==> src/hw/csr_pkg.sv <==
// Shared constants and carrier types of the clock source and receiver status block
package csr_pkg;

   // ==========================================================
   // Register indices (byte address is four times the index)
   localparam logic [7:0] CSR_IDX_CLOCK_CONTROL = 8'h06;
   localparam logic [7:0] CSR_IDX_RATIO = 8'h07;
   localparam logic [7:0] CSR_IDX_RECEIVER_STATUS = 8'h08;
   localparam logic [7:0] CSR_IDX_PC_HIGH = 8'h09;
   localparam logic [7:0] CSR_IDX_PC_LOW = 8'h0a;
   localparam logic [7:0] CSR_IDX_PD_HIGH = 8'h0b;
   localparam logic [7:0] CSR_IDX_PD_LOW = 8'h0c;
   localparam logic [7:0] CSR_IDX_DEEMPH_CONTROL = 8'h1f;
   localparam int CSR_ADDR_W = 12;

   // ==========================================================
   // Field positions and reset values
   localparam int CSR_CC_DIV_LSB = 6;
   localparam int CSR_CC_FREQ_LSB = 4;
   localparam int CSR_CC_LRCK_BIT = 3;
   localparam int CSR_CC_SEL_LSB = 1;
   localparam int CSR_CC_FORCE_BIT = 0;
   localparam logic [7:0] CSR_CC_RESET = 8'h00;
   localparam int CSR_ST_SILENCE_BIT = 7;
   localparam int CSR_ST_FMT_LSB = 4;
   localparam int CSR_ST_ACTIVE_BIT = 3;
   localparam int CSR_ST_CODE_LSB = 0;
   localparam int CSR_DM_EN_BIT = 0;
   localparam int CSR_DM_RATE_LSB = 4;
   localparam logic [7:0] CSR_DM_RESET = 8'h00;

   // ==========================================================
   // Field encodings
   localparam logic [1:0] CSR_SEL_PLL = 2'h0;
   localparam logic [1:0] CSR_SEL_OSC = 2'h1;
   localparam logic [1:0] CSR_SEL_HOLD = 2'h2;
   localparam logic [1:0] CSR_SEL_AUTO = 2'h3;
   localparam logic [1:0] CSR_FREQ_12M = 2'h0;
   localparam logic [1:0] CSR_FREQ_18M = 2'h1;
   localparam logic [1:0] CSR_FREQ_24M = 2'h2;
   localparam logic [2:0] CSR_CODE_FORCED = 3'h7;

   // ==========================================================
   // Timing counts
   localparam logic [10:0] CSR_SILENCE_ZEROS = 11'h60c;
   localparam logic [5:0] CSR_RATIO_WINDOW_LAST = 6'h3f;
   localparam logic [7:0] CSR_RATIO_MAX = 8'hff;

   // Ratio thresholds (12.288 MHz scale) between neighbouring frequency codes
   localparam logic [7:0] CSR_THR_0 = 8'h51;
   localparam logic [7:0] CSR_THR_1 = 8'h43;
   localparam logic [7:0] CSR_THR_2 = 8'h37;
   localparam logic [7:0] CSR_THR_3 = 8'h29;
   localparam logic [7:0] CSR_THR_4 = 8'h22;
   localparam logic [7:0] CSR_THR_5 = 8'h17;
   localparam logic [7:0] CSR_THR_6 = 8'h11;

   // ==========================================================
   // Carrier types
   typedef enum logic {CSR_SRC_PLL, CSR_SRC_OSC} csr_src_t;
   typedef enum logic [1:0] {CSR_BUS_IDLE, CSR_BUS_DONE} csr_bus_t;

   typedef struct packed {
      logic psel;
      logic penable;
      logic pwrite;
      logic [CSR_ADDR_W-1:0] paddr;
      logic [31:0] pwdata;
   } csr_apb_req_t;

   typedef struct packed {
      logic pready;
      logic pslverr;
      logic [31:0] prdata;
   } csr_apb_rsp_t;

   typedef struct packed {
      logic [1:0] recovered_clock_divider;
      logic [1:0] oscillator_frequency_range;
      logic pll_lock_to_frame_clock;
      logic mclk_from_oscillator;
      logic recovered_master_clock_from_osc;
      logic timing_valid;
      logic pll_lock_without_osc;
      logic auto_rate_detect_enable;
      logic [1:0] deemph_filter_rate;
      logic deemph_filter_enable;
   } csr_clk_ctl_t;

   typedef struct packed {
      logic [15:0] pc;
      logic [15:0] pd;
   } csr_preamble_t;

endpackage

==> src/hw/csr_clock_source_receiver_status.sv <==
// Clock source selection, recovered clock control and receiver status registers
// How it works
// - Recovered clock divider field: 00 /1, 01 /2, 10 /4, 11 x2; resets 00.
// - Two-bit field tells the supplied oscillator range; 11 reserved.
// - Frame-clock bit makes the PLL lock to the aux port frame clock.
// - Source select 00 takes PLL, 01 takes oscillator, unlock ignored.
// - Source select 10 keeps the source currently in use.
// - Source select 11 follows unlock: PLL when locked, oscillator when not.
// - Manual PLL source unlocked: recovered clock from oscillator, timing invalid.
// - Force-lock set with source select 00: unlock does not swap oscillator onto recovered clock.
// - Force-lock lets PLL lock without oscillator and stops rate detection.
// - Force-lock makes the ratio register content invalid.
// - Force-lock makes the frequency code read 111.
// - Ratio is eight bits: two integer, six fraction bits.
// - Silence bit set after 1548 consecutive received zeros, else 0.
// - Three-bit stream format code as detected, 100 multichannel data.
// - Active source bit: 0 PLL, 1 oscillator.
// - Three-bit code of nearest listed recovered clock frequency.
// - Preamble bytes readable at indices 09h to 0Ch, read only.
// - Received preamble bytes load into the four preamble registers.
// - Force-lock with de-emphasis on uses the manual rate field.
`timescale 1ns/100ps

module csr_clock_source_receiver_status
   import csr_pkg::*;
(
   input wire logic clk_in,
   input wire logic rst_in,
   input wire logic ce_in,
   input wire csr_apb_req_t apb_req_in,
   output csr_apb_rsp_t apb_rsp_out,
   input wire logic pll_unlock_in,
   input wire logic osc_tick_in,
   input wire logic pll_tick_in,
   input wire logic rx_bit_valid_in,
   input wire logic rx_bit_in,
   input wire logic [2:0] stream_format_in,
   input wire logic [1:0] detected_rate_in,
   input wire logic preamble_valid_in,
   input wire csr_preamble_t preamble_in,
   output csr_clk_ctl_t clk_ctl_out,
   output logic [2:0] recovered_clock_frequency_code_out,
   output logic digital_silence_out
);

   // ==========================================================
   // State record
   typedef struct packed {
      logic unlock_s1;
      logic unlock_s2;
      logic unlock_s3;
      logic unlock;
      csr_src_t src;
      logic [7:0] clock_control;
      logic [7:0] deemph_control;
      logic [10:0] zero_count;
      logic silence;
      logic [2:0] stream_format;
      logic [5:0] window_count;
      logic [7:0] osc_count;
      logic [7:0] ratio;
      logic [2:0] freq_code;
      csr_preamble_t preamble;
      csr_bus_t bus;
      csr_apb_rsp_t rsp;
      csr_clk_ctl_t ctl;
   } csr_state_t;

   csr_state_t state;
   csr_state_t next_state;

   // ==========================================================
   // Helper functions

   // Byte address of a register index
   function automatic logic [CSR_ADDR_W-1:0] reg_addr(input logic [7:0] idx);
      reg_addr = {{(CSR_ADDR_W-10){1'b0}}, idx, 2'b00};
   endfunction

   // Saturating increment for the eight-bit counts
   function automatic logic [7:0] sat_inc8(input logic [7:0] value);
      if (value == CSR_RATIO_MAX) begin
         sat_inc8 = value;
      end else begin
         sat_inc8 = value + 8'h01;
      end
   endfunction

   // Bring a ratio count to the 12.288 MHz scale of the thresholds
   function automatic logic [7:0] scale_ratio(input logic [7:0] ratio, input logic [1:0] range);
      logic [9:0] doubled;
      doubled = {1'b0, ratio, 1'b0};
      case (range)
         CSR_FREQ_18M: scale_ratio = 8'(doubled / 10'd3);
         CSR_FREQ_24M: scale_ratio = {1'b0, ratio[7:1]};
         default: scale_ratio = ratio;
      endcase
   endfunction

   // Nearest listed frequency; bigger ratio means slower PLL clock
   function automatic logic [2:0] nearest_code(input logic [7:0] scaled);
      if (scaled >= CSR_THR_0) begin
         nearest_code = 3'h0;
      end else if (scaled >= CSR_THR_1) begin
         nearest_code = 3'h1;
      end else if (scaled >= CSR_THR_2) begin
         nearest_code = 3'h2;
      end else if (scaled >= CSR_THR_3) begin
         nearest_code = 3'h3;
      end else if (scaled >= CSR_THR_4) begin
         nearest_code = 3'h4;
      end else if (scaled >= CSR_THR_5) begin
         nearest_code = 3'h5;
      end else if (scaled >= CSR_THR_6) begin
         nearest_code = 3'h6;
      end else begin
         nearest_code = 3'h7;
      end
   endfunction

   // ==========================================================
   // Field views of the control registers
   logic [1:0] divider;
   logic [1:0] osc_range;
   logic frame_lock;
   logic [1:0] source_select;
   logic force_lock;
   logic deemph_enable;
   logic [1:0] manual_deemphasis_rate;

   // Field slices of the writable registers
   always_comb begin
      divider = state.clock_control[CSR_CC_DIV_LSB +: 2];
      osc_range = state.clock_control[CSR_CC_FREQ_LSB +: 2];
      frame_lock = state.clock_control[CSR_CC_LRCK_BIT];
      source_select = state.clock_control[CSR_CC_SEL_LSB +: 2];
      force_lock = state.clock_control[CSR_CC_FORCE_BIT];
      deemph_enable = state.deemph_control[CSR_DM_EN_BIT];
      manual_deemphasis_rate = state.deemph_control[CSR_DM_RATE_LSB +: 2];
   end

   // ==========================================================
   // Bus decode
   logic bus_access;
   logic [7:0] read_byte;
   logic addr_hit;

   // Read mux; reads only select, nothing changes on a read
   always_comb begin
      read_byte = 8'h00;
      addr_hit = 1'b1;
      case (apb_req_in.paddr)
         reg_addr(CSR_IDX_CLOCK_CONTROL): read_byte = state.clock_control;
         reg_addr(CSR_IDX_RATIO): read_byte = force_lock ? 8'h00 : state.ratio;
         reg_addr(CSR_IDX_RECEIVER_STATUS): begin
            read_byte[CSR_ST_SILENCE_BIT] = state.silence;
            read_byte[CSR_ST_FMT_LSB +: 3] = state.stream_format;
            read_byte[CSR_ST_ACTIVE_BIT] = (state.src == CSR_SRC_OSC);
            read_byte[CSR_ST_CODE_LSB +: 3] = state.freq_code;
         end
         reg_addr(CSR_IDX_PC_HIGH): read_byte = state.preamble.pc[15:8];
         reg_addr(CSR_IDX_PC_LOW): read_byte = state.preamble.pc[7:0];
         reg_addr(CSR_IDX_PD_HIGH): read_byte = state.preamble.pd[15:8];
         reg_addr(CSR_IDX_PD_LOW): read_byte = state.preamble.pd[7:0];
         reg_addr(CSR_IDX_DEEMPH_CONTROL): read_byte = state.deemph_control;
         default: addr_hit = 1'b0;
      endcase
   end

   // Access phase seen while no answer is standing
   always_comb begin
      bus_access = apb_req_in.psel && apb_req_in.penable && (state.bus == CSR_BUS_IDLE);
   end

   // ==========================================================
   // Next state
   always_comb begin
      logic src_pll_unlocked;
      logic [7:0] scaled;
      src_pll_unlocked = 1'b0;
      scaled = 8'h00;
      next_state = state;

      // Unlock pin: three stages, level moves once stages two and three agree
      next_state.unlock_s1 = pll_unlock_in;
      next_state.unlock_s2 = state.unlock_s1;
      next_state.unlock_s3 = state.unlock_s2;
      if (state.unlock_s2 == state.unlock_s3) begin
         next_state.unlock = state.unlock_s3;
      end

      // Bus: one wait cycle, answer stands one cycle, then released
      next_state.rsp.pready = 1'b0;
      next_state.rsp.pslverr = 1'b0;
      next_state.bus = CSR_BUS_IDLE;
      if (bus_access) begin
         next_state.bus = CSR_BUS_DONE;
         next_state.rsp.pready = 1'b1;
         next_state.rsp.pslverr = !addr_hit;
         next_state.rsp.prdata = apb_req_in.pwrite ? 32'h00000000 : {24'h000000, read_byte};
         if (apb_req_in.pwrite) begin
            case (apb_req_in.paddr)
               reg_addr(CSR_IDX_CLOCK_CONTROL): begin
                  next_state.clock_control = apb_req_in.pwdata[7:0];
               end
               reg_addr(CSR_IDX_DEEMPH_CONTROL): begin
                  next_state.deemph_control = apb_req_in.pwdata[7:0];
               end
               default: begin
               end
            endcase
         end
      end

      // Master clock source selection
      case (source_select)
         CSR_SEL_PLL: next_state.src = CSR_SRC_PLL;
         CSR_SEL_OSC: next_state.src = CSR_SRC_OSC;
         CSR_SEL_HOLD: next_state.src = state.src;
         CSR_SEL_AUTO: next_state.src = state.unlock ? CSR_SRC_OSC : CSR_SRC_PLL;
         default: next_state.src = state.src;
      endcase

      // Digital silence: count consecutive zero bits, any one restarts
      if (rx_bit_valid_in) begin
         if (rx_bit_in) begin
            next_state.zero_count = 11'h000;
         end else if (state.zero_count != CSR_SILENCE_ZEROS) begin
            next_state.zero_count = state.zero_count + 11'h001;
         end
      end
      next_state.silence = (next_state.zero_count == CSR_SILENCE_ZEROS);

      next_state.stream_format = stream_format_in;

      if (preamble_valid_in) begin
         next_state.preamble = preamble_in;
      end

      // Ratio: oscillator ticks over 64 PLL ticks gives ratio times 64
      // two integer, six fraction bits
      if (force_lock) begin
         // measuring stopped, window restarts on release
         next_state.window_count = 6'h00;
         next_state.osc_count = 8'h00;
      end else begin
         if (osc_tick_in) begin
            next_state.osc_count = sat_inc8(state.osc_count);
         end
         if (pll_tick_in) begin
            if (state.window_count == CSR_RATIO_WINDOW_LAST) begin
               next_state.ratio = next_state.osc_count;
               next_state.window_count = 6'h00;
               next_state.osc_count = 8'h00;
            end else begin
               next_state.window_count = state.window_count + 6'h01;
            end
         end
      end

      // nearest frequency code from the ratio and oscillator range
      scaled = scale_ratio(state.ratio, osc_range);
      if (force_lock) begin
         next_state.freq_code = CSR_CODE_FORCED;
      end else begin
         next_state.freq_code = nearest_code(scaled);
      end

      // Clock control outputs
      // divider to the clock generator
      next_state.ctl.recovered_clock_divider = divider;
      next_state.ctl.oscillator_frequency_range = osc_range;
      next_state.ctl.pll_lock_to_frame_clock = frame_lock;
      next_state.ctl.mclk_from_oscillator = (next_state.src == CSR_SRC_OSC);
      // unlocked PLL on manual source; force-lock keeps the PLL clock
      src_pll_unlocked = (source_select == CSR_SEL_PLL) && state.unlock && !force_lock;
      next_state.ctl.recovered_master_clock_from_osc =
         (next_state.src == CSR_SRC_OSC) || src_pll_unlocked;
      next_state.ctl.timing_valid = !src_pll_unlocked;
      next_state.ctl.pll_lock_without_osc = force_lock;
      next_state.ctl.auto_rate_detect_enable = !force_lock;
      next_state.ctl.deemph_filter_enable = deemph_enable;
      next_state.ctl.deemph_filter_rate = force_lock ? manual_deemphasis_rate : detected_rate_in;
   end

   // ==========================================================
   // Register the state; clock enable low freezes everything
   always_ff @(posedge clk_in or posedge rst_in) begin
      if (rst_in) begin
         state <= '0;
         state.src <= CSR_SRC_PLL;
         state.bus <= CSR_BUS_IDLE;
         state.clock_control <= CSR_CC_RESET;
         state.deemph_control <= CSR_DM_RESET;
         state.ctl.timing_valid <= 1'b1;
         state.ctl.auto_rate_detect_enable <= 1'b1;
      end else if (ce_in) begin
         state <= next_state;
      end
   end

   // ==========================================================
   // Outputs straight from the state record
   assign apb_rsp_out = state.rsp;
   assign clk_ctl_out = state.ctl;
   assign recovered_clock_frequency_code_out = state.freq_code;
   assign digital_silence_out = state.silence;

endmodule

==> config.mk <==
export PLATFORM = sky130hd
export DESIGN_NAME = csr_clock_source_receiver_status
export DESIGN_NICKNAME = d
export VERILOG_FILES = /design/src/hw/csr_pkg.sv /design/src/hw/csr_clock_source_receiver_status.sv
export SDC_FILE = /design/constraint.sdc
export NUM_CORES = 1
export LEC_CHECK = 0
export BUFFER_PORTS_ARGS = -buffer_cell sky130_fd_sc_hd__clkbuf_2
export CAP_MARGIN = 20
export CORE_UTILIZATION = 35
export CTS_BUF_LIST = sky130_fd_sc_hd__clkbuf_8 sky130_fd_sc_hd__clkbuf_16
export DETAILED_ROUTE_END_ITERATION = 6
export PLACE_DENSITY_LB_ADDON = 0.15
export SETUP_SLACK_MARGIN = 0.5
export SLEW_MARGIN = 5
export SYNTH_ARGS = -nofsm -noshare
export SYNTH_HDL_FRONTEND = slang
export SYNTH_SLANG_ARGS = --single-unit
export TNS_END_PERCENT = 50
==> constraint.sdc <==
create_clock -name clk_in -period 10.2 [get_ports clk_in]
set_input_delay 0.51 -clock clk_in [delete_from_list [all_inputs] [get_ports clk_in]]
set_output_delay 0.51 -clock clk_in [all_outputs]
set_load 0.02 [all_outputs]
==> results list <==
- Across all layers, the routed design uses 5640 vias.
- In this run the power spent charging and discharging nets is 0.000405 W.
- For this design, the CTS-stage hold fixing added 0 buffers.
* GRT overflow: 0
- Maximum fanout count along the critical path: 21
- The top cell type by area accounts for approximately two fifths of the synthesized area.
- Of the cells placed in the final design, the portion with a size suffix greater than 1 is 25.7%.
* Worst Path Required: approximately 11 ns
- Per-cell via count in the routed design: around 5.4
* Most repeated cell in the gate-level netlist after synthesis: dfrtp_1
- Delay of the slowest critical-path stage: ~0.81 ns
- Post-CTS setup repair buffer count: 0
- Final GP Congestion: about 0.86
- Detailed Place HPWL: 12900 um
* Number of CTS-inserted buffers: 17
- The H-tree generated during clock tree synthesis spans 4 levels.
* Number of setup violations in the final report: 0
* Overall routed net length: 17700 um
- Based on the critical path, the design can be clocked at up to 247 MHz.
- Relative slew slack: 41.6%
- Setup crit start kind: register
- Smallest hold slack: between 0.08 and 0.09 ns
- Maximum vdd drop: 88.4 uV
* Post-Syn Area per Cell: 9.52 um^2
- The later pin in the worst-skew pair is clocked with a latency of between 0.4 and 0.5 ns.
- Initial antenna violation count: 0
* Antenna diodes: 0
- Launching point of the worst reg2reg path: state[88]
- Gr usage total: 18.3%
* Total negative slack: 0 ns
- Starting utilization of the core area: 36.1%
- Final Worst Setup Slack: 6.16 ns
- Ratio of total power to cell area: about 170 nW/um^2
- Period utilization: 39.6%
- CTS tree: yes
* Internal power contribution: 0.000962 W
- Yosys printed 0 warnings.
* Growth of design area from synthesis to finish: 14.4%
- Measured slew at the worst slew-check pin: 0.873 ns
- Minimum setup slack after placement: 6.18 ns
- Floorplan core area: 19000 um^2
- Total Die Area: ~20000 um^2
* Most area-hungry cell type in the Yosys netlist: dfrtp_1
* Total I/O pin count: 144
- EDFF count, synth: 0
* Critical Setup Path Class: register to register
* Via count of the first global-routing pass: ~5600
- The count of endpoints failing hold in the final timing report came to 0.
- Cell with the largest stage delay on the worst path: dfrtp_1
- Detail Route Antenna Nets: 0
- Across the run, the number of max-cap violations was 0.
- The first TritonRoute pass finished after 7 iterations.
* First-pass GRT wire length: approximately 29000 um
- The synthesized netlist contains 67 unique library cells.
- In the synthesized netlist, the cells that appear most often are dfrtp_1, nand2_1, mux2_2.
* Sequential share of the synthesized area: 42.1%
* Clock network power share: between 40% and 50%
- Sequential cells burn 40.9% of the power.
- In this run, synthesis produced a sequential element count of 115.
- At the worst endpoint, the arrival time is about 4.4 ns.
- Count of instances resized after the clock tree is built: 0
- The clock arrives with 0.00981 ns of skew.
* Number of DRC markers in iteration 0: 412
- From bottom edge to top edge, the die measures 142 um.
- Most common flop cell mapped by yosys: dfrtp_1
- Placement row count: 50
* Cells traversed along the worst timing path: inv_1 -> o41ai_1 -> a2bb2oi_2 -> nor3_1 -> nand3_1 -> o21ai_0 -> ha_1 -> o22a_1 -> o31a_1 -> or4_1 -> and3_1 -> a211oi_2
- Status: finished clean
- Synthesis handed over a netlist of around 700 instances.
- Unrepaired setup endpoints after global routing: no
* Port-buffer cells: 95
* Post-detailed-route DRC marker count: 0
* Worst-case clock buffer depth: 2
* Slew Viols, Final: 0
- The worst setup path is captured at a register.
- Number of nets in the final layout: 876
- Clock-pin slew was measured on the worst setup and hold paths at 0.06 ns.
* Horiz. Die Dim: 142 um
- Clock Root Buffer: clkbuf_16
- Share of flip-flops with an asynchronous set or reset after synthesis: 100%
* Leakage power: 3.44 nW
- The routed design could run at a clock period as short as 4.04 ns.
- Launching instance or port of the critical path: state[88]
- Of the total power, the share spent switching nets is approximately 30%.
- Total clock sinks: 115
- Sorting the synthesized cells by area gives the leading types as dfrtp_1, mux2_2, buf_4.
- WL per Instance: 16.9 um
- Total standard cell area after synthesis: 6840 um^2
- Tightest Hold Check Type: input port to async pin
* Combinational share of power: 17.5%
- Largest net degree at the start of global routing: 85
cell usage in the layout, fill, tap and decap left out, drive strengths merged, types with 16 or more instances in the layout:
master,count
nor3,16
conb,24
a21oi,25
dfrtp,113
mux2,58
inv,25
clkbuf,112
o21ai,52
nand2,70
a22oi,17
nand3,27
nor2,50
a222oi,16
per-layer routing:
metal / vias to the layer above / routed length [um] / global-route usage (%)
li1: 2696 / - / -
met2: 149 / 8930 / 30.4
met1: 2773 / 7750 / 23.9
met4: 0 / 295 / 7.19
met3: 22 / 700 / 2.80
met5: - / 0 / 0
cell type report:
type	instances	area [um^2]
clock buffer	17	425
inverter	22	85.1
clock inverter	15	144
tap	260	325
multi-input combinational	518	3430
timing repair buffer	102	541
fill	1839	11100
sequential	115	2880
through the flow:
stage | total power, W | util [%] | std cells | cell area [um^2]
after detailed placement | 0.000805 | 38.2 | 1016 | 7240
after global routing | 0.00144 | 41.3 | 1049 | 7830
after global placement | 0.000792 | 38.2 | 1016 | 7240
after CTS | 0.00138 | 41.2 | 1048 | 7810
after floorplan | 0.000749 | - | 742 | 6930
final | 0.00137 | 41.3 | 1049 | 7830
state kept, by name, indices dropped and copies added, names as in the netlist:
register and flops:
clk_ctl_out 13, apb_rsp_out 10, digital_silence_out 1, divider 2, state 75, manual_deemphasis_rate 2, deemph_enable 1, next_state 4
source_select 2, frame_lock 1, recovered_clock_frequency_code_out 3, force_lock 1
final timing paths:
kind                                                    endpoint  slack, ns  depth (start not counted)
max                        recovered_clock_frequency_code_out[0]       6.16                         12
min                                              clk_ctl_out[12]       0.09                          2
max reg2reg                recovered_clock_frequency_code_out[0]       6.16                         12
min reg2reg                                           state[105]       0.49                          1
max in group asynchronous                              state[90]       8.97                          4
min in group clk_in                                    state[49]       0.32                          2
worst max-delay path: cells and delay by family, from the launching register on:
| kind | cells | cell delay (ns) |
|---|---|---|
| AO/OA/AOI/OAI | 6 | 1.68 |
| AND/OR/NAND/NOR | 4 | 0.93 |
| flip-flops | 1 | 0.81 |
| buffers and inverters | 1 | 0.28 |
| adder cells (fa/ha/maj) | 1 | 0.25 |
power by group through the flow:
| stage | Combinational, W | Sequential [W] | Clock (W) |
|---|---|---|---|
| final | 0.000240 | 0.000558 | 0.000569 |
| after global routing | 0.000271 | 0.000566 | 0.000599 |
| after CTS | 0.000240 | 0.000558 | 0.000578 |
| after detailed placement | 0.000240 | 0.000566 | 0 |
| after global placement | 0.000230 | 0.000562 | 0 |
| after floorplan | 0.000211 | 0.000538 | 0 |
cells by family after synthesis:
logic type      Yosys count  synth area share (%)
flops                   115                  42.1
fa+ha+maj                 7                  1.28
compound gates          188                  19.7
xor+xnor                 12                  1.54
mux                      68                  11.0
buf+inv                 109                  9.07
simple gates            219                  15.3
other cells               1                0.0548
Note: power is estimated with default switching activity, not from simulation.
